<file path="src/include/flash_host_pkg.sv">
// Constants, register map and carrier types of the flash erase host
package flash_host_pkg;

	// Timing at the reference clock
	localparam int CLK_NS      = 40;
	localparam int T_WINDOW_NS = 50000;
	localparam int WINDOW_CYC  = T_WINDOW_NS / CLK_NS;
	localparam int T_SUSP_NS   = 15000;
	localparam int SUSP_CYC    = (T_SUSP_NS + CLK_NS - 1) / CLK_NS;
	localparam int T_ACC_NS    = 70;
	localparam int SYNC_CYC    = 2;
	localparam int STROBE_CYC  = (T_ACC_NS + CLK_NS - 1) / CLK_NS + SYNC_CYC;
	localparam int T_RST_NS    = 500;
	localparam int RST_CYC     = (T_RST_NS + CLK_NS - 1) / CLK_NS;
	localparam int GAP_W       = $clog2(WINDOW_CYC + 1);
	localparam int TMO_W       = $clog2(SUSP_CYC + 16);
	localparam int RCNT_W      = $clog2(RST_CYC + 1);

	// Register offsets
	localparam logic [7:0] REG_CTRL    = 8'h00;
	localparam logic [7:0] REG_SECTORS = 8'h04;
	localparam logic [7:0] REG_PADDR   = 8'h08;
	localparam logic [7:0] REG_PDATA   = 8'h0c;
	localparam logic [7:0] REG_STATUS  = 8'h10;
	localparam logic [7:0] REG_RDATA   = 8'h14;

	// Control bits
	localparam int CTRL_ERASE   = 0;
	localparam int CTRL_SUSPEND = 1;
	localparam int CTRL_RESUME  = 2;
	localparam int CTRL_PROGRAM = 3;
	localparam int CTRL_READ    = 4;
	localparam int CTRL_HWRESET = 5;

	// Status bits
	localparam int ST_BUSY     = 0;
	localparam int ST_ERASING  = 1;
	localparam int ST_SUSP     = 2;
	localparam int ST_FAIL     = 3;
	localparam int ST_REFUSED  = 4;
	localparam int ST_RDY      = 5;
	localparam int ST_LAST_LSB = 8;

	// Flash status byte bits
	localparam int POLL_STATUS_BIT     = 7;
	localparam int ACTIVITY_TOGGLE_BIT = 6;
	localparam int LIMIT_FAIL_BIT      = 5;

	// Flash command words
	localparam int         ADDR_W    = 21;
	localparam int         SEC_LSB   = 16;
	localparam logic [20:0] UNLOCK_A1 = 21'h005555;
	localparam logic [20:0] UNLOCK_A2 = 21'h002aaa;
	localparam logic [20:0] ANY_ADDR  = 21'h000000;
	localparam logic [7:0] UNLOCK_D1 = 8'haa;
	localparam logic [7:0] UNLOCK_D2 = 8'h55;
	localparam logic [7:0] ERASE_SET = 8'h80;
	localparam logic [7:0] SEC_ERASE = 8'h30;
	localparam logic [7:0] PROG_SET  = 8'ha0;
	localparam logic [7:0] SUSP_CMD  = 8'hb0;
	localparam logic [7:0] RESUME_CMD = 8'h30;

	typedef struct packed {
		logic        wr;
		logic [20:0] addr;
		logic [7:0]  data;
	} cyc_req_s;

	typedef struct packed {
		logic [20:0] addr;
		logic [7:0]  dq_out;
		logic        dq_oe_n;
		logic        ce_n;
		logic        oe_n;
		logic        we_n;
	} flash_pins_s;

endpackage
</file>
<file path="src/core/flash_cycle.sv">
// One flash bus cycle: write or read on the strobe pins
module flash_cycle
	import flash_host_pkg::*;
#(
	parameter int STROBE = STROBE_CYC
) (
	// Clock and reset
	input  logic        ref_clk,
	input  logic        reset,
	// Request
	input  logic        req_valid,
	input  cyc_req_s    req,
	output logic        done,
	output logic [7:0]  rdata,
	// Pins
	output flash_pins_s pins,
	input  logic [7:0]  dq_in
);
	typedef enum logic [1:0] {
		C_IDLE   = 2'b00,
		C_SETUP  = 2'b01,
		C_STROBE = 2'b10,
		C_HOLD   = 2'b11
	} cst_e;

	typedef struct packed {
		cst_e        st;
		logic [3:0]  cnt;
		cyc_req_s    r;
		flash_pins_s p;
		logic        done;
		logic [7:0]  rd;
	} cyc_s;

	cyc_s       q_q;
	cyc_s       q_d;
	logic [7:0] dq_s;

	sync2 #(.W(8)) u_dq_sync (
		.ref_clk (ref_clk),
		.reset   (reset),
		.d       (dq_in),
		.q       (dq_s)
	);

	always_comb begin
		q_d = q_q;
		q_d.done = 1'b0;
		case (q_q.st)
			C_IDLE: begin
				if (req_valid) begin
					q_d.r = req;
					q_d.p.addr = req.addr;
					q_d.p.dq_out = req.data;
					q_d.p.dq_oe_n = ~req.wr;
					q_d.p.ce_n = 1'b0;
					q_d.st = C_SETUP;
				end
			end
			C_SETUP: begin
				// Address latched by the flash as the strobe falls
				q_d.p.we_n = ~q_q.r.wr;
				q_d.p.oe_n = q_q.r.wr;
				q_d.cnt = 4'h0;
				q_d.st = C_STROBE;
			end
			C_STROBE: begin
				q_d.cnt = q_q.cnt + 4'h1;
				if (q_q.cnt == 4'(STROBE - 1)) begin
					q_d.p.we_n = 1'b1;
					q_d.p.oe_n = 1'b1;
					q_d.rd = dq_s;
					q_d.st = C_HOLD;
				end
			end
			C_HOLD: begin
				q_d.p.ce_n = 1'b1;
				q_d.p.dq_oe_n = 1'b1;
				q_d.done = 1'b1;
				q_d.st = C_IDLE;
			end
			default: q_d.st = C_IDLE;
		endcase
	end

	always_ff @(posedge ref_clk) begin
		if (reset) begin
			q_q <= '0;
			q_q.p.dq_oe_n <= 1'b1;
			q_q.p.ce_n <= 1'b1;
			q_q.p.oe_n <= 1'b1;
			q_q.p.we_n <= 1'b1;
		end else begin
			q_q <= q_d;
		end
	end

	assign pins = q_q.p;
	assign done = q_q.done;
	assign rdata = q_q.rd;
endmodule

</file>
<file path="src/core/flash_erase_host.sv">
// Host controller for sector erase, suspend, resume and program
// Contract
// - Erase is six writes, last 30H in sector
// - Extra sector writes within 50 us join
// - Poll erased sector until poll bit one
// - Keep erase command gaps under 50 us
// - Confirm suspension reading the erased sector
// - Program in suspend only outside erased sectors
module flash_erase_host
	import flash_host_pkg::*;
(
	// Clock and reset
	input  logic        ref_clk,
	input  logic        reset,
	// Register port
	input  logic [7:0]  reg_addr,
	input  logic [31:0] reg_wdata,
	input  logic        reg_wr,
	input  logic        reg_rd,
	output logic [31:0] reg_rdata,
	// Flash pins
	output flash_pins_s flash,
	output logic        flash_reset_n,
	input  logic [7:0]  flash_dq_in,
	input  logic        ready_busy_out
);
	typedef enum logic [3:0] {
		S_IDLE       = 4'b0000,
		S_ERASE_SEQ  = 4'b0001,
		S_ERASE_MORE = 4'b0010,
		S_ERASE_POLL = 4'b0011,
		S_SUSP_WR    = 4'b0100,
		S_SUSP_POLL  = 4'b0101,
		S_SUSPENDED  = 4'b0110,
		S_RESUME_WR  = 4'b0111,
		S_PROG_SEQ   = 4'b1000,
		S_PROG_POLL  = 4'b1001,
		S_READ       = 4'b1010,
		S_RESET      = 4'b1011
	} state_e;

	typedef struct packed {
		state_e             st;
		logic [2:0]         step;
		logic               wait_c;
		logic               req_v;
		cyc_req_s           req;
		logic [31:0]        sectors;
		logic [31:0]        pend;
		logic [31:0]        emask;
		logic [4:0]         esec;
		logic [4:0]         psec;
		logic [20:0]        paddr;
		logic [7:0]         pdata;
		logic [7:0]         last;
		logic [7:0]         rbyte;
		logic               ret_susp;
		logic               susp_pend;
		logic               fail;
		logic               refused;
		logic               prev_tog;
		logic               have_prev;
		logic [TMO_W-1:0]   tmo;
		logic [GAP_W-1:0]   gap;
		logic [RCNT_W-1:0]  rcnt;
		logic               rst_n;
		logic [31:0]        rdata;
	} ctl_s;

	ctl_s        q_q;
	ctl_s        q_d;
	logic        cyc_done;
	logic [7:0]  cyc_rdata;
	logic        rb_s;
	logic [31:0] status_word;
	logic [20:0] poll_addr;
	logic        ctrl_wr;

	sync2 #(.W(1)) u_rb_sync (
		.ref_clk (ref_clk),
		.reset   (reset),
		.d       (ready_busy_out),
		.q       (rb_s)
	);

	flash_cycle #(.STROBE(STROBE_CYC)) u_cycle (
		.ref_clk   (ref_clk),
		.reset     (reset),
		.req_valid (q_q.req_v),
		.req       (q_q.req),
		.done      (cyc_done),
		.rdata     (cyc_rdata),
		.pins      (flash),
		.dq_in     (flash_dq_in)
	);

	function automatic logic [4:0] low_sec(input logic [31:0] m);
		logic [4:0] s;
		s = 5'h00;
		for (int i = 31; i >= 0; i--) begin
			if (m[i])
				s = 5'(i);
		end
		return s;
	endfunction

	// Unlock words shared by erase and program sequences
	function automatic cyc_req_s seq_word(input logic prog,
		input logic [2:0] step, input logic [20:0] tgt,
		input logic [7:0] data);
		cyc_req_s w;
		w.wr = 1'b1;
		case (step)
			3'h0, 3'h3: begin
				w.addr = UNLOCK_A1;
				w.data = UNLOCK_D1;
			end
			3'h1, 3'h4: begin
				w.addr = UNLOCK_A2;
				w.data = UNLOCK_D2;
			end
			3'h2: begin
				w.addr = UNLOCK_A1;
				w.data = prog ? PROG_SET : ERASE_SET;
			end
			default: begin
				w.addr = tgt;
				w.data = prog ? data : SEC_ERASE;
			end
		endcase
		if (prog && step == 3'h3) begin
			w.addr = tgt;
			w.data = data;
		end
		return w;
	endfunction

	assign poll_addr = {q_q.psec, 16'h0000};
	assign ctrl_wr = reg_wr && reg_addr == REG_CTRL;

	always_comb begin
		status_word = '0;
		status_word[ST_BUSY] = q_q.st != S_IDLE && q_q.st != S_SUSPENDED;
		status_word[ST_ERASING] = |q_q.emask;
		status_word[ST_SUSP] = q_q.st == S_SUSPENDED;
		status_word[ST_FAIL] = q_q.fail;
		status_word[ST_REFUSED] = q_q.refused;
		status_word[ST_RDY] = rb_s;
		status_word[ST_LAST_LSB +: 8] = q_q.last;
	end

	always_comb begin
		q_d = q_q;
		q_d.req_v = 1'b0;
		q_d.rdata = '0;
		if (q_q.gap != GAP_W'(WINDOW_CYC))
			q_d.gap = q_q.gap + 1'b1;
		if (reg_rd) begin
			case (reg_addr)
				REG_SECTORS: q_d.rdata = q_q.sectors;
				REG_PADDR:   q_d.rdata = {11'h000, q_q.paddr};
				REG_PDATA:   q_d.rdata = {24'h000000, q_q.pdata};
				REG_STATUS:  q_d.rdata = status_word;
				REG_RDATA:   q_d.rdata = {24'h000000, q_q.rbyte};
				default:     q_d.rdata = '0;
			endcase
		end
		if (reg_wr) begin
			case (reg_addr)
				REG_SECTORS: q_d.sectors = reg_wdata;
				REG_PADDR:   q_d.paddr = reg_wdata[ADDR_W-1:0];
				REG_PDATA:   q_d.pdata = reg_wdata[7:0];
				REG_STATUS: begin
					if (reg_wdata[ST_FAIL])
						q_d.fail = 1'b0;
					if (reg_wdata[ST_REFUSED])
						q_d.refused = 1'b0;
				end
				default: ;
			endcase
		end
		case (q_q.st)
			S_ERASE_SEQ, S_ERASE_MORE: begin
				if (!q_q.wait_c) begin
					q_d.req_v = 1'b1;
					q_d.wait_c = 1'b1;
					q_d.req = seq_word(1'b0,
						q_q.st == S_ERASE_MORE ? 3'h5 : q_q.step,
						{q_q.esec, 16'h0000}, 8'h00);
				end else if (cyc_done) begin
					q_d.wait_c = 1'b0;
					q_d.step = q_q.step + 3'h1;
					if (q_q.st == S_ERASE_MORE || q_q.step == 3'h5) begin
						// Next sector follows at once to keep the window open
						q_d.pend[q_q.esec] = 1'b0;
						q_d.gap = '0;
						if ((q_q.pend & ~(32'h1 << q_q.esec)) != 32'h0) begin
							q_d.esec = low_sec(q_q.pend & ~(32'h1 << q_q.esec));
							q_d.st = S_ERASE_MORE;
						end else begin
							q_d.st = S_ERASE_POLL;
						end
					end
				end
			end
			S_ERASE_POLL: begin
				if (!q_q.wait_c) begin
					if (q_q.susp_pend) begin
						q_d.susp_pend = 1'b0;
						q_d.st = S_SUSP_WR;
					end else begin
						q_d.req_v = 1'b1;
						q_d.wait_c = 1'b1;
						q_d.req = '{wr: 1'b0, addr: poll_addr, data: 8'h00};
					end
				end else if (cyc_done) begin
					q_d.wait_c = 1'b0;
					q_d.last = cyc_rdata;
					if (cyc_rdata[POLL_STATUS_BIT]) begin
						q_d.emask = '0;
						q_d.st = S_IDLE;
					end else if (cyc_rdata[LIMIT_FAIL_BIT]) begin
						q_d.fail = 1'b1;
						q_d.emask = '0;
						q_d.st = S_IDLE;
					end
				end
			end
			S_SUSP_WR, S_RESUME_WR: begin
				if (!q_q.wait_c) begin
					q_d.req_v = 1'b1;
					q_d.wait_c = 1'b1;
					q_d.req = '{wr: 1'b1, addr: ANY_ADDR,
						data: q_q.st == S_SUSP_WR ? SUSP_CMD : RESUME_CMD};
				end else if (cyc_done) begin
					q_d.wait_c = 1'b0;
					q_d.tmo = '0;
					q_d.have_prev = 1'b0;
					q_d.st = q_q.st == S_SUSP_WR ? S_SUSP_POLL : S_ERASE_POLL;
				end
			end
			S_SUSP_POLL: begin
				q_d.tmo = q_q.tmo + 1'b1;
				if (!q_q.wait_c) begin
					q_d.req_v = 1'b1;
					q_d.wait_c = 1'b1;
					q_d.req = '{wr: 1'b0, addr: poll_addr, data: 8'h00};
				end else if (cyc_done) begin
					q_d.wait_c = 1'b0;
					q_d.last = cyc_rdata;
					q_d.prev_tog = cyc_rdata[ACTIVITY_TOGGLE_BIT];
					q_d.have_prev = 1'b1;
					// Toggle stopped, poll bit high and ready pin high
					if (cyc_rdata[POLL_STATUS_BIT] && q_q.have_prev && rb_s &&
						q_q.prev_tog == cyc_rdata[ACTIVITY_TOGGLE_BIT]) begin
						q_d.st = S_SUSPENDED;
					end else if (q_q.tmo >= TMO_W'(SUSP_CYC)) begin
						q_d.fail = 1'b1;
						q_d.st = S_SUSPENDED;
					end
				end
			end
			S_PROG_SEQ: begin
				if (!q_q.wait_c) begin
					q_d.req_v = 1'b1;
					q_d.wait_c = 1'b1;
					q_d.req = seq_word(1'b1, q_q.step, q_q.paddr, q_q.pdata);
				end else if (cyc_done) begin
					q_d.wait_c = 1'b0;
					q_d.step = q_q.step + 3'h1;
					if (q_q.step == 3'h3)
						q_d.st = S_PROG_POLL;
				end
			end
			S_PROG_POLL, S_READ: begin
				if (!q_q.wait_c) begin
					q_d.req_v = 1'b1;
					q_d.wait_c = 1'b1;
					q_d.req = '{wr: 1'b0, addr: q_q.paddr, data: 8'h00};
				end else if (cyc_done) begin
					q_d.wait_c = 1'b0;
					if (q_q.st == S_READ) begin
						q_d.rbyte = cyc_rdata;
						q_d.st = q_q.ret_susp ? S_SUSPENDED : S_IDLE;
					end else begin
						q_d.last = cyc_rdata;
						if (cyc_rdata[POLL_STATUS_BIT] == q_q.pdata[POLL_STATUS_BIT] ||
							cyc_rdata[LIMIT_FAIL_BIT]) begin
							q_d.fail = q_q.fail |
								(cyc_rdata[POLL_STATUS_BIT] !=
								q_q.pdata[POLL_STATUS_BIT]);
							q_d.st = q_q.ret_susp ? S_SUSPENDED : S_IDLE;
						end
					end
				end
			end
			S_RESET: begin
				q_d.rcnt = q_q.rcnt + 1'b1;
				if (q_q.rcnt == RCNT_W'(RST_CYC)) begin
					q_d.rst_n = 1'b1;
					q_d.st = S_IDLE;
				end
			end
			default: ;
		endcase
		if (ctrl_wr) begin
			if (reg_wdata[CTRL_HWRESET]) begin
				q_d.st = S_RESET;
				q_d.rst_n = 1'b0;
				q_d.rcnt = '0;
				q_d.wait_c = 1'b0;
				q_d.emask = '0;
				q_d.pend = '0;
				q_d.susp_pend = 1'b0;
			end else if (reg_wdata[CTRL_ERASE]) begin
				if (q_q.st == S_IDLE && q_q.sectors != 32'h0) begin
					q_d.st = S_ERASE_SEQ;
					q_d.step = 3'h0;
					q_d.pend = q_q.sectors;
					q_d.emask = q_q.sectors;
					q_d.esec = low_sec(q_q.sectors);
					q_d.psec = low_sec(q_q.sectors);
					// Drop a suspend left over from an erase that ended
					q_d.susp_pend = 1'b0;
				end else begin
					q_d.refused = 1'b1;
				end
			end else if (reg_wdata[CTRL_SUSPEND]) begin
				if (q_q.st == S_ERASE_SEQ || q_q.st == S_ERASE_MORE ||
					q_q.st == S_ERASE_POLL)
					q_d.susp_pend = 1'b1;
				else
					q_d.refused = 1'b1;
			end else if (reg_wdata[CTRL_RESUME]) begin
				if (q_q.st == S_SUSPENDED)
					q_d.st = S_RESUME_WR;
				else
					q_d.refused = 1'b1;
			end else if (reg_wdata[CTRL_PROGRAM]) begin
				if (q_q.st == S_IDLE || (q_q.st == S_SUSPENDED &&
					!q_q.emask[q_q.paddr[20:SEC_LSB]])) begin
					q_d.st = S_PROG_SEQ;
					q_d.step = 3'h0;
					q_d.ret_susp = q_q.st == S_SUSPENDED;
				end else begin
					q_d.refused = 1'b1;
				end
			end else if (reg_wdata[CTRL_READ]) begin
				if (q_q.st == S_IDLE || q_q.st == S_SUSPENDED) begin
					q_d.st = S_READ;
					q_d.ret_susp = q_q.st == S_SUSPENDED;
				end else begin
					q_d.refused = 1'b1;
				end
			end
		end
	end

	always_ff @(posedge ref_clk) begin
		if (reset) begin
			q_q <= '0;
			q_q.rst_n <= 1'b1;
		end else begin
			q_q <= q_d;
		end
	end

	assign reg_rdata = q_q.rdata;
	assign flash_reset_n = q_q.rst_n;
endmodule

</file>
<file path="src/core/sync2.sv">
// Two flip-flop synchroniser for pin inputs
module sync2
	import flash_host_pkg::*;
#(
	parameter int W = 1
) (
	// Clock and reset
	input  logic         ref_clk,
	input  logic         reset,
	// Data
	input  logic [W-1:0] d,
	output logic [W-1:0] q
);
	typedef struct packed {
		logic [W-1:0] s1;
		logic [W-1:0] s2;
	} sync_s;

	sync_s st_q;
	sync_s st_d;

	always_comb begin
		st_d.s1 = d;
		st_d.s2 = st_q.s1;
	end

	always_ff @(posedge ref_clk) begin
		if (reset)
			st_q <= '0;
		else
			st_q <= st_d;
	end

	assign q = st_q.s2;
endmodule

</file>
<file path="config.mk">
export PLATFORM = sky130hd
export DESIGN_NAME = flash_erase_host
export DESIGN_NICKNAME = d
export VERILOG_FILES = /design/src/include/flash_host_pkg.sv /design/src/core/flash_cycle.sv /design/src/core/flash_erase_host.sv /design/src/core/sync2.sv
export SDC_FILE = /design/constraint.sdc
export NUM_CORES = 1
export LEC_CHECK = 0
export BUFFER_PORTS_ARGS = -buffer_cell sky130_fd_sc_hd__buf_2
export CAP_MARGIN = 30
export CORE_MARGIN = 1
export CORE_UTILIZATION = 30
export DETAILED_ROUTE_END_ITERATION = 10
export GPL_ROUTABILITY_DRIVEN = 1
export GPL_TIMING_DRIVEN = 0
export PLACE_DENSITY = 0.47
export SLEW_MARGIN = 15
export SYNTH_ARGS = -nofsm -noshare
export SYNTH_HDL_FRONTEND = slang
export SYNTH_HIERARCHICAL = 1
export SYNTH_SLANG_ARGS = --single-unit
</file>
<file path="constraint.sdc">
create_clock -name ref_clk -period 7.5 [get_ports ref_clk]
set_input_delay 0.75 -clock ref_clk [delete_from_list [all_inputs] [get_ports ref_clk]]
set_output_delay 0.75 -clock ref_clk [all_outputs]
set_load 0.1 [all_outputs]
</file>
# --- Word level (Yosys, flattened, before mapping) ---
# Cells that the tools add are included.
# W data, S select, Z words.
classes:
  add_sub_neg: 4
  n_lt_le_gt_ge: 4
  eq_ne: 53
  shift: 1
  muxes: 219
  n_bitwise: 12
  reduce_logical: 56
ops:
  columns: ["operator", "n"]
  rows:
  - ["$mux W5", 72]
  - ["$mux W32", 10]
  - ["$mux W74", 3]
  - ["$pmux W32 S6", 1]
  - ["$mux W31", 6]
  - ["$pmux W29 S3", 2]
  - ["$pmux W32 S5", 1]
  - ["$mux W4", 24]
  - ["$mux W8", 12]
  - ["$and A32 B32 Y32", 2]
  - ["$mux W64", 1]
  - ["$not A32 Y32", 2]
  - ["$reduce_bool A32 Y1", 2]
  - ["$mux W7", 8]
  - ["$mux W1", 51]
  - ["$mux W16", 2]
  - ["$reduce_or A32 Y1", 1]
  - ["$shl A1 B5 Y32 const A", 1]
  - ["$mux W10", 3]
  - ["$mux W29", 1]
  - ["$pmux W4 S7", 1]
  - ["$ne A2 B2 Y1 const B", 12]
  - ["$eq A4 B4 Y1 const B", 5]
  - ["$pmux W10 S2", 1]
  - ["other kinds (50)", 125]
word_totals:
  reg_bits: 309
  output_inout_bits: 66
  wordCells: 390

# --- Longest topological paths before layout ---
# Gate-level depths: netlist (run 1).
logic_depth:
  depth_word: 44
  depth_mapped: 10

# --- By module ---
# Netlist (run 1), hierarchy kept.
by_module_without_submodules:
  columns: ["mod", "instances", "cells_per_inst", "area_each_um2", "seq_area_each_um2"]
  rows:
  - ["flash_erase_host", 1, 1419, 11811.3, 4844.6]
  - ["flash_cycle", 1, 260, 2175.8, 980.9]
  - ["sync2 (u_cycle.u_dq_sync)", 1, 33, 464.2, 320.3]
  - ["sync2 (u_rb_sync)", 1, 4, 52.6, 40.0]

# --- Worst setup path after synthesis (run 1) ---
# No wires, ideal clock.
synth_timing:
  path_kind: "input port to flip-flop"
  startpoint: "input reg_addr[1]"
  endpoint: "register q_q[130] (netlist name)"
  setup_ns: 0.060
  arrival_time_ns: 2.893
  required_ns: 7.440
  setup_slack_ns: 4.547
  cell_stages: 8
  n_path_buf: 3
  cell_sequence: "or4_4 or4b_1 buf_2 a2111oi_4 and2_1 buf_6 buf_6 a22o_1"
synth_via:
  elab_chain_cells: 3
synth_lines:
  columns: ["element", "line", "rtl"]
  rows:
  - ["start, declared", "flash_erase_host.sv:16", "input logic [7:0] reg_addr,"]
  - ["$logic_not A8 Y1", "flash_erase_host.sv:139", "assign ctrl_wr = reg_wr && reg_addr == REG_CTRL;"]
  - ["$logic_and A1 B1 Y1", "flash_erase_host.sv:139", null]
  - ["$mux W74", "flash_erase_host.sv:306", "if (ctrl_wr) begin"]
  - ["end signal, assigned", "flash_erase_host.sv:364", "q_q <= q_d;"]
  - ["end, declared", "flash_erase_host.sv:70", "ctl_s q_q;"]
# No other way between the ends.
# A chain may end at the register's enable or synchronous reset.

# --- Worst setup path in the final report (run 1) ---
layout_timing:
  startpoint: "register q_q[183] (netlist name)"
  endpoint: "register q_q[179] (netlist name)"
layout_via:
  elab_chain_cells: 6
layout_lines:
  columns: ["element", "line", "rtl"]
  rows:
  - ["$reduce_bool A32 Y1", "flash_erase_host.sv:316", "if (q_q.st == S_IDLE && q_q.sectors != 32'h0) begin"]
  - ["$logic_and A1 B1 Y1", "flash_erase_host.sv:316", null]
  - ["$mux W74", "flash_erase_host.sv:316", null]
  - ["$mux W74", "flash_erase_host.sv:315", "end else if (reg_wdata[CTRL_ERASE]) begin"]
  - ["$mux W64", "flash_erase_host.sv:307", "if (reg_wdata[CTRL_HWRESET]) begin"]
  - ["$mux W74", "flash_erase_host.sv:306", null]
# No other way between the ends.

==> summary.md, run 1 <==
| Metric | Value |
|---|---|
| Run status | `completed` |
| Drt pass-1 iters | `6` |
| Max cap viols | `0` |
| Hold path cells | `2` |
| EDFF count, synth | `0` |
| I/O pin cnt | `119` |
| First-iteration detailed-routing DRC count | `1,090` |
| DRC | `0` |
| Maximum number of pins on one net before global-route repair | `17` |
| Syn Nets | `1,782` |
| Startpoint Class | `flop` |
| PortBufs | `116` |
| Root Buffer | `clkbuf_16` |
| Worst hold path class | `primary input to flop` |
| Post CTS Setup Buffer Count | `0` |
| CTS buffer count | `38` |
| CTS tree | `yes` |
| Post-CTS sizing | `0` |
| CP required | `8.00 ns` |
| Placed Cells | `2,450` |
| #FFs+latches synth | `309` |
| Antenna Violating Nets Remaining | `0` |
| Post-synth ARST share | `0%` |
| Vias/cell | `5.28` |
| Worst vdd ir | `135 uV` |
| Clock transition at path regs | `0.06 ns` |
| P per Cell Area | `210 mW/mm^2` |
| Synth Instances | `1,716` |
| Largest stage delay on the critical path | `0.75 ns` |
| WS Path Type | `flop to flop` |
| Layout cells sized above 1 | `18.6%` |
| Leak Pwr | `6.50 nW` |
| Synth warn | `6` |
| Initial Util | `30.4%` |
| Reg2Reg Setup Slack | `3.99 ns` |
| Initial antenna violation count | `5` |
| Clock sinks | `309` |
| Hold Fails Final Rpt | `0` |
| Num rows | `80` |
| Wire per inst | `20.5 um` |
| Mapped Avg Cell Area | `8.45 sq um` |
| Worst Tran Pin Value | `0.918 ns` |
| Routed wire length | `51,700 um` |
| Chip Height | `222 um` |
| Critical-path cell list | `clkbuf_1 > or4_1 > nor4_4 > a21oi_1 > a21oi_1 > clkbuf_1 > o311ai_0 > nand2_1` |
| DR vias | `13,335` |
| Crit path max fanout | `10` |
| Final HPWL DP | `38,600 um` |
| Die area | `0.0492 sq mm` |
| Setup TNS | `0 ns` |
| Deepest clock path buffer count | `3` |
| Buffer and inverter count on the worst path | `2` |
| Mapped Area | `0.0145 sq mm` |
| Register-to-Register Path Depth | `8` |
| Vias in the first global route | `12,895` |
| CTS Hold Bufs | `0` |
| F_max | `0.285 GHz` |
| WP data arrival | `4.01 ns` |
| Unrepaired setup endpoints after global routing | `no` |
| Final non-filler cell total | `2,525` |
| Synth cell types | `89` |
| Top_reg_cell synth | `dfxtp_1` |
| CP Capture Type | `flop` |
| # setup viols final | `0` |
| Core region area | `0.0477 sq mm` |
| Fin crit period | `3.51 ns` |
| Worst skew pair latency | `0.58 ns` |
| Die width | `222 um` |
| Fin crit share | `46.8%` |
| Worst path slowest cell | `a21oi_1` |
| Worst path depth | `8` |
| GPL Wtd Cong | `0.897` |
| Total grt overflow | `0` |
| GRT Overall Usage | `20.8%` |
| H-tree levels | `2` |
| Top delay family on crit path | `simple AND/OR/NAND/NOR gates` |
| Layout area overhead | `18.1%` |
| Power Total | `3.60 mW` |
| Final Net Count | `1,944` |
| Slew Limit Fails | `0` |
| First-pass GRT wire length | `78,800 um` |
| Worst slew margin | `38.3%` |
| Post-Route Skew | `0.0266 ns` |
| Sequential area share after synthesis | `42.7%` |
per-layer routing:
layer  vias to the layer above  wire (um)  global-route usage, %
li1                       6376          -                      -
met1                      6496      24100                   28.4
met3                        77       2730                   3.53
met5                         -         29                      0
met4                         6       1220                   5.80
met2                       380      23600                   33.7
synthesized netlist by cell type (8+ instances only):
master	n	area share, %
nor2_1	131	3.4
a31oi_1	25	1.1
ha_1	13	1.1
a222oi_1	18	1.2
mux2_2	19	1.5
nor2b_1	17	0.73
buf_6	12	0.93
o211ai_1	17	0.88
mux4_2	10	1.6
clkbuf_1	76	2.0
nand2b_1	16	0.69
o21a_1	8	0.41
dfxtp_1	309	43
and2_1	23	0.99
xor2_1	8	0.48
and3_1	9	0.39
inv_1	20	0.52
buf_2	11	0.38
a22oi_1	16	0.83
nor4_1	20	0.86
a21oi_1	158	5.5
nand3_1	26	0.90
nand2_1	334	8.6
o311ai_0	27	1.6
buf_4	81	4.2
nor3_1	20	0.69
o21ai_0	67	2.3
a21o_1	8	0.41
mux2i_1	31	2.1
a22o_1	32	1.9
nand4_1	14	0.60
logic make-up after synthesis:
group | after synthesis | synth area share, %
compound gates | 437 | 20.1
xor+xnor | 14 | 0.845
fa+ha+maj | 13 | 1.12
buf+inv | 209 | 8.22
flops | 309 | 42.7
mux | 60 | 5.17
simple gates | 674 | 21.9
cell usage in the layout, fill, tap and decap left out, types with 18 or more instances in the layout:
cell / Yosys / routed
a31oi_1: 25 / 25
buf_4: 81 / 82
o21ai_0: 67 / 67
nand3_1: 26 / 26
nor3_1: 20 / 19
clkbuf_1: 76 / 86
clkbuf_16: 0 / 38
a222oi_1: 18 / 18
buf_2: 11 / 128
nor2_1: 131 / 131
inv_1: 20 / 20
mux2i_1: 31 / 31
a22o_1: 32 / 32
o311ai_0: 27 / 27
dfxtp_1: 309 / 309
mux2_2: 19 / 19
nor4_1: 20 / 20
nand2_1: 334 / 334
and2_1: 23 / 23
a21oi_1: 158 / 158
flip-flops by register name, summed over array words and instances, names as in the netlist, 5 cells and up:
| signal | flops |
|---|---|
| u_cycle/rdata | 8 |
| u_cycle/q_q | 7 |
| u_cycle/pins | 33 |
| q_q | 204 |
| reg_rdata | 32 |
| u_cycle/u_dq_sync/st_d | 8 |
| u_cycle/u_dq_sync/q | 8 |
| poll_addr | 5 |
metrics by stage:
stage | cell area, sq um | util (%) | setup WS [ns] | hold slack (ns)
finish | 17100 | 35.9 | 3.99 | 0.377
global placement | 15900 | 33.2 | 3.74 | 0.419
CTS | 17100 | 35.8 | 4.05 | 0.353
global route | 17100 | 35.9 | 3.82 | 0.373
detailed placement | 15900 | 33.3 | 3.74 | 0.421
floorplan | 14500 | - | 4.55 | 0.414
where the power goes:
group | switching (mW) | internal, mW | leakage, nW
combinational | 0.105 | 0.0425 | 3.41
sequential | 0.00627 | 1.65 | 2.49
clock | 0.761 | 1.03 | 0.599
total | 0.873 | 2.73 | 6.50
final timing paths:
check,start,to
worst max-delay path,q_q[183]$_SDFFE_PP0P_,q_q[179]$_SDFF_PP0_
worst min-delay path,ready_busy_out,u_rb_sync/st_d[0]$_SDFF_PP0_
worst max register to register,q_q[183]$_SDFFE_PP0P_,q_q[179]$_SDFF_PP0_
worst min register to register,u_cycle/u_dq_sync/st_d[5]$_SDFF_PP0_,u_cycle/u_dq_sync/q[5]$_SDFF_PP0_
layout make-up:
cell class | instances | area (sq um)
Inverter | 22 | 82.6
Tap cell | 615 | 769
Multi-Input combinational cell | 1198 | 7130
Timing Repair Buffer | 122 | 623
Buffer | 187 | 1110
Clock inverter | 16 | 159
Sequential cell | 309 | 6190
Fill cell | 5036 | 30600
Antenna cell | 3 | 7.51
Clock buffer | 53 | 1060
Power figures use the tool's default switching activity.
==> run 2, diff against run 1 <==
Settings changed: ABC_AREA set to 1, PLACE_DENSITY 0.47 to 0.48.
Clock period 7.5 ns to 3.15 ns, I/O delays scaled along.
==> run 2 against run 1 <==
Effect of this change:
- sequential share of layout area increased by 0.91 points
- critical endpoint is now q_q[177]$_SDFF_PP0_
- design area shrank 2.3%
- clock power grew 130%
- register-to-register slack lost 3.8 ns
==> summary.md, run 2 <==
| Metric | Value |
|---|---|
| Run status | `completed` |
| Post-synth ARST share | `0% (unchanged)` |
| Core region area | `0.0457 sq mm (-4.3%)` |
| Die width | `218 um (-1.7%)` |
| Power share of the clock group | `43.6% (-6.2 points)` |
| Routed wire length | `49,400 um (-4.5%)` |
| Fin crit period | `2.97 ns (-0.546 ns)` |
| Max cap viols | `0 (unchanged)` |
| Total grt overflow | `0 (unchanged)` |
| Synth Instances | `1,909 (+11%)` |
| Root Buffer | `clkbuf_16` |
| Routed metal-1 wire length | `21,500 um (-11%)` |
| Net Sw Frac | `28.0% (+3.8 points)` |
| Most common cell in the synthesized netlist | `dfxtp_1` |
| Chip Height | `218 um (-1.7%)` |
| Final Net Count | `2,148 (+10%)` |
| #FFs+latches synth | `309 (unchanged)` |
| Worst path slowest cell | `nor3_2` |
| Synth warn | `6 (unchanged)` |
| DR vias | `13,488 (+1.1%)` |
| Fin crit share | `94.1% (+47 points)` |
| CP required | `3.56 ns (-4.44 ns)` |
| Initial Util | `30.7% (+0.28 points)` |
| WP data arrival | `3.38 ns (-0.63 ns)` |
| GPL Wtd Cong | `0.927 (+3.3%)` |
| GRT Overall Usage | `20.7% (-0.15 points)` |
| Reg power frac | `43.7% (-2.4 points)` |
| # setup viols final | `0 (unchanged)` |
| DRC | `0 (unchanged)` |
| Layout area overhead | `19.5%` |
| Worst Tran Pin Value | `0.875 ns (-0.0434 ns)` |
| Top_reg_cell synth | `dfxtp_1` |
| Largest stage delay on the critical path | `0.45 ns (-0.30 ns)` |
| H-tree levels | `2 (unchanged)` |
| I/O pin cnt | `119 (unchanged)` |
| Buffer and inverter count on the worst path | `4 (+2)` |
| Clock sinks | `309 (unchanged)` |
| Net Switching | `2.64 mW (+200%)` |
| CTS buffer count | `37 (-2.6%)` |
| WS Path Type | `flop to flop` |
| Fin area | `0.0167 sq mm (-2.3%)` |
| Worst vdd ir | `439 uV (+230%)` |
| CP Capture Type | `flop` |
| Combinational power share | `12.7% (+8.6 points)` |
| Int Pwr | `6.77 mW (+150%)` |
| Synth cell types | `52 (-42%)` |
| Synth area leaders | `dfxtp_1, o21ai_0, nand2_1` |
| CTS tree | `yes` |
| Num rows | `78 (-2.5%)` |
| Setup TNS | `0 ns (unchanged)` |
| PortBufs | `118 (+1.7%)` |
| Vias/cell | `4.98 (-5.7%)` |
| Placement Cell Area | `0.0154 sq mm (-3.3%)` |
| Sequential area share after synthesis | `44.2% (+1.5 points)` |
| Post-synth top cells | `dfxtp_1, nand2_1, o21ai_0` |
| First-pass GRT wire length | `74,600 um (-5.3%)` |
| Antenna Violating Nets Remaining | `0 (unchanged)` |
| Area share of the largest cell type after synthesis | `44.2% (+1.5 points)` |
| Crit path top cell by count | `inv_1` |
| Power Total | `9.40 mW (+160%)` |
| Maximum number of pins on one net before global-route repair | `13 (-4)` |
| Drt pass-1 iters | `5 (-1)` |
| Hold Fails Final Rpt | `0 (unchanged)` |
| Syn Nets | `1,975 (+11%)` |
| Mapped Area | `0.0140 sq mm (-3.5%)` |
| Layout cells sized above 1 | `14.3% (-4.3 points)` |
| Mapped Avg Cell Area | `7.33 sq um (-13%)` |
| Met2 WL | `23,700 um (+0.39%)` |
| Worst slew margin | `40.9% (+2.6 points)` |
| Crit path max fanout | `10 (unchanged)` |
| P per Cell Area | `562 mW/mm^2 (+170%)` |
| First-iteration detailed-routing DRC count | `1,120 (+2.8%)` |
| Vias in the first global route | `12,826 (-0.54%)` |
| Slew Limit Fails | `0 (unchanged)` |
| Leak Pwr | `7.01 nW (+7.8%)` |
| Deepest clock path buffer count | `3 (unchanged)` |
| DR WL met3 | `2470 um (-9.4%)` |
| Reg with most FFs | `q_q` |
| Critical-path cell list | `inv_1 > nor2_1 > inv_1 > nor2_1 > a21oi_1 > nor3_2 > inv_1 > clkbuf_1 > a21boi_0 > o21ai_0` |
| Largest register FFs | `204 (unchanged)` |
| Uppermost layer routed | `met4` |
| Most common cell after layout, fill and taps aside | `dfxtp_1` |
| Initial antenna violation count | `1 (-4)` |
| Die area | `0.0475 sq mm (-3.4%)` |
| Wire per inst | `18.2 um (-11%)` |
| Worst hold path class | `primary input to flop` |
| EDFF count, synth | `0 (unchanged)` |
| Post-Route Skew | `0.0222 ns (-0.00441 ns)` |
| Commonest cells after routing, fill and taps aside | `dfxtp_1, nand2_1, o21ai_0, inv_1, nor2_1` |
| F_max | `0.337 GHz (+18%)` |
| Final HPWL DP | `38,900 um (+0.78%)` |
| Worst skew pair latency | `0.55 ns (-0.03 ns)` |
| Startpoint Class | `flop` |
| Top delay family on crit path | `simple AND/OR/NAND/NOR gates` |
| Post-synth top area cell | `dfxtp_1` |
| Clock transition at path regs | `0.06 ns (about the same)` |
| Unrepaired setup endpoints after global routing | `yes` |
==> run 2: power groups by stage <==
stage / Clock [mW] / Combinational (mW) / Sequential (mW)
2_1_floorplan: 0 / 0.892 / 4.16
3_3_place_gp: 0 / 1.17 / 4.19
3_5_place_dp: 0 / 1.18 / 4.19
4_1_cts: 4.20 / 1.20 / 4.11
5_1_grt: 4.38 / 1.33 / 4.12
6_report: 4.10 / 1.19 / 4.10
==> run 2: worst paths after layout <==
kind	startpoint	endpoint	slack (ns)	cells after the start
worst max-delay path	q_q[250]$_SDFF_PP0_	q_q[177]$_SDFF_PP0_	0.18	10
worst min-delay path	reg_wdata[17]	q_q[104]$_SDFFE_PP0P_	0.04	3
worst max register to register	q_q[250]$_SDFF_PP0_	q_q[177]$_SDFF_PP0_	0.18	10
worst min register to register	u_cycle/u_dq_sync/st_d[0]$_SDFF_PP0_	u_cycle/u_dq_sync/q[0]$_SDFF_PP0_	0.40	2
==> run 2: repair_timing <==
action,CTS,global route
hold buffers,9,0
setup endpoints to repair,14,56
gates cloned,0,0
resized for setup,1,30
pin swaps,0,2
endpoints found under the hold margin,9,0
buffers inserted,0,6
==> run 2: stage by stage <==
stage	hold WS [ns]	setup slack, ns	cells	util, %
3_5_place_dp	0.397	-0.305	2627	33.6
5_1_grt	0.0547	-0.0615	2707	36.6
2_1_floorplan	0.386	0.679	1909	-
3_3_place_gp	0.393	-0.274	2627	33.6
6_report	0.0394	0.185	2708	36.6
4_1_cts	0.0111	0.0606	2699	36.3
==> run 2: layer usage <==
layer | global-route usage, % | vias to the layer above
met5 | 0 | -
met4 | 8.37 | 0
met2 | 35.3 | 373
met1 | 25.9 | 6366
li1 | - | 6663
met3 | 3.24 | 86
==> run 2: cell families after synthesis <==
kind of cell	share of synthesized area (%)
buffers and inverters	12.5
AOI/OAI and AO/OA	21.8
DFF	44.2
xor gates and xnor gates	0.375
muxes	0.214
and+or+nand+nor	19.8
adders and majority gates	1.16
==> run 2: worst register-to-register path, cell delays in order, from the launching register on <==
cell and delay, ns:
dfxtp_1 0.42, inv_1 0.06, nor2_1 0.20, inv_1 0.13
nor2_1 0.31, a21oi_1 0.17, nor3_2 0.45, inv_1 0.36
clkbuf_1 0.38, a21boi_0 0.26, o21ai_0 0.10
==> run 2: cell type report <==
cell class	instances	area, sq um
antenna	2	5.00
buffer	150	905
clock buffer	49	1030
clock inverter	14	106
fill	4931	28900
inverter	228	856
multi-input combinational	1222	6140
sequential	309	6190
tap	600	751
timing repair buffer	134	741
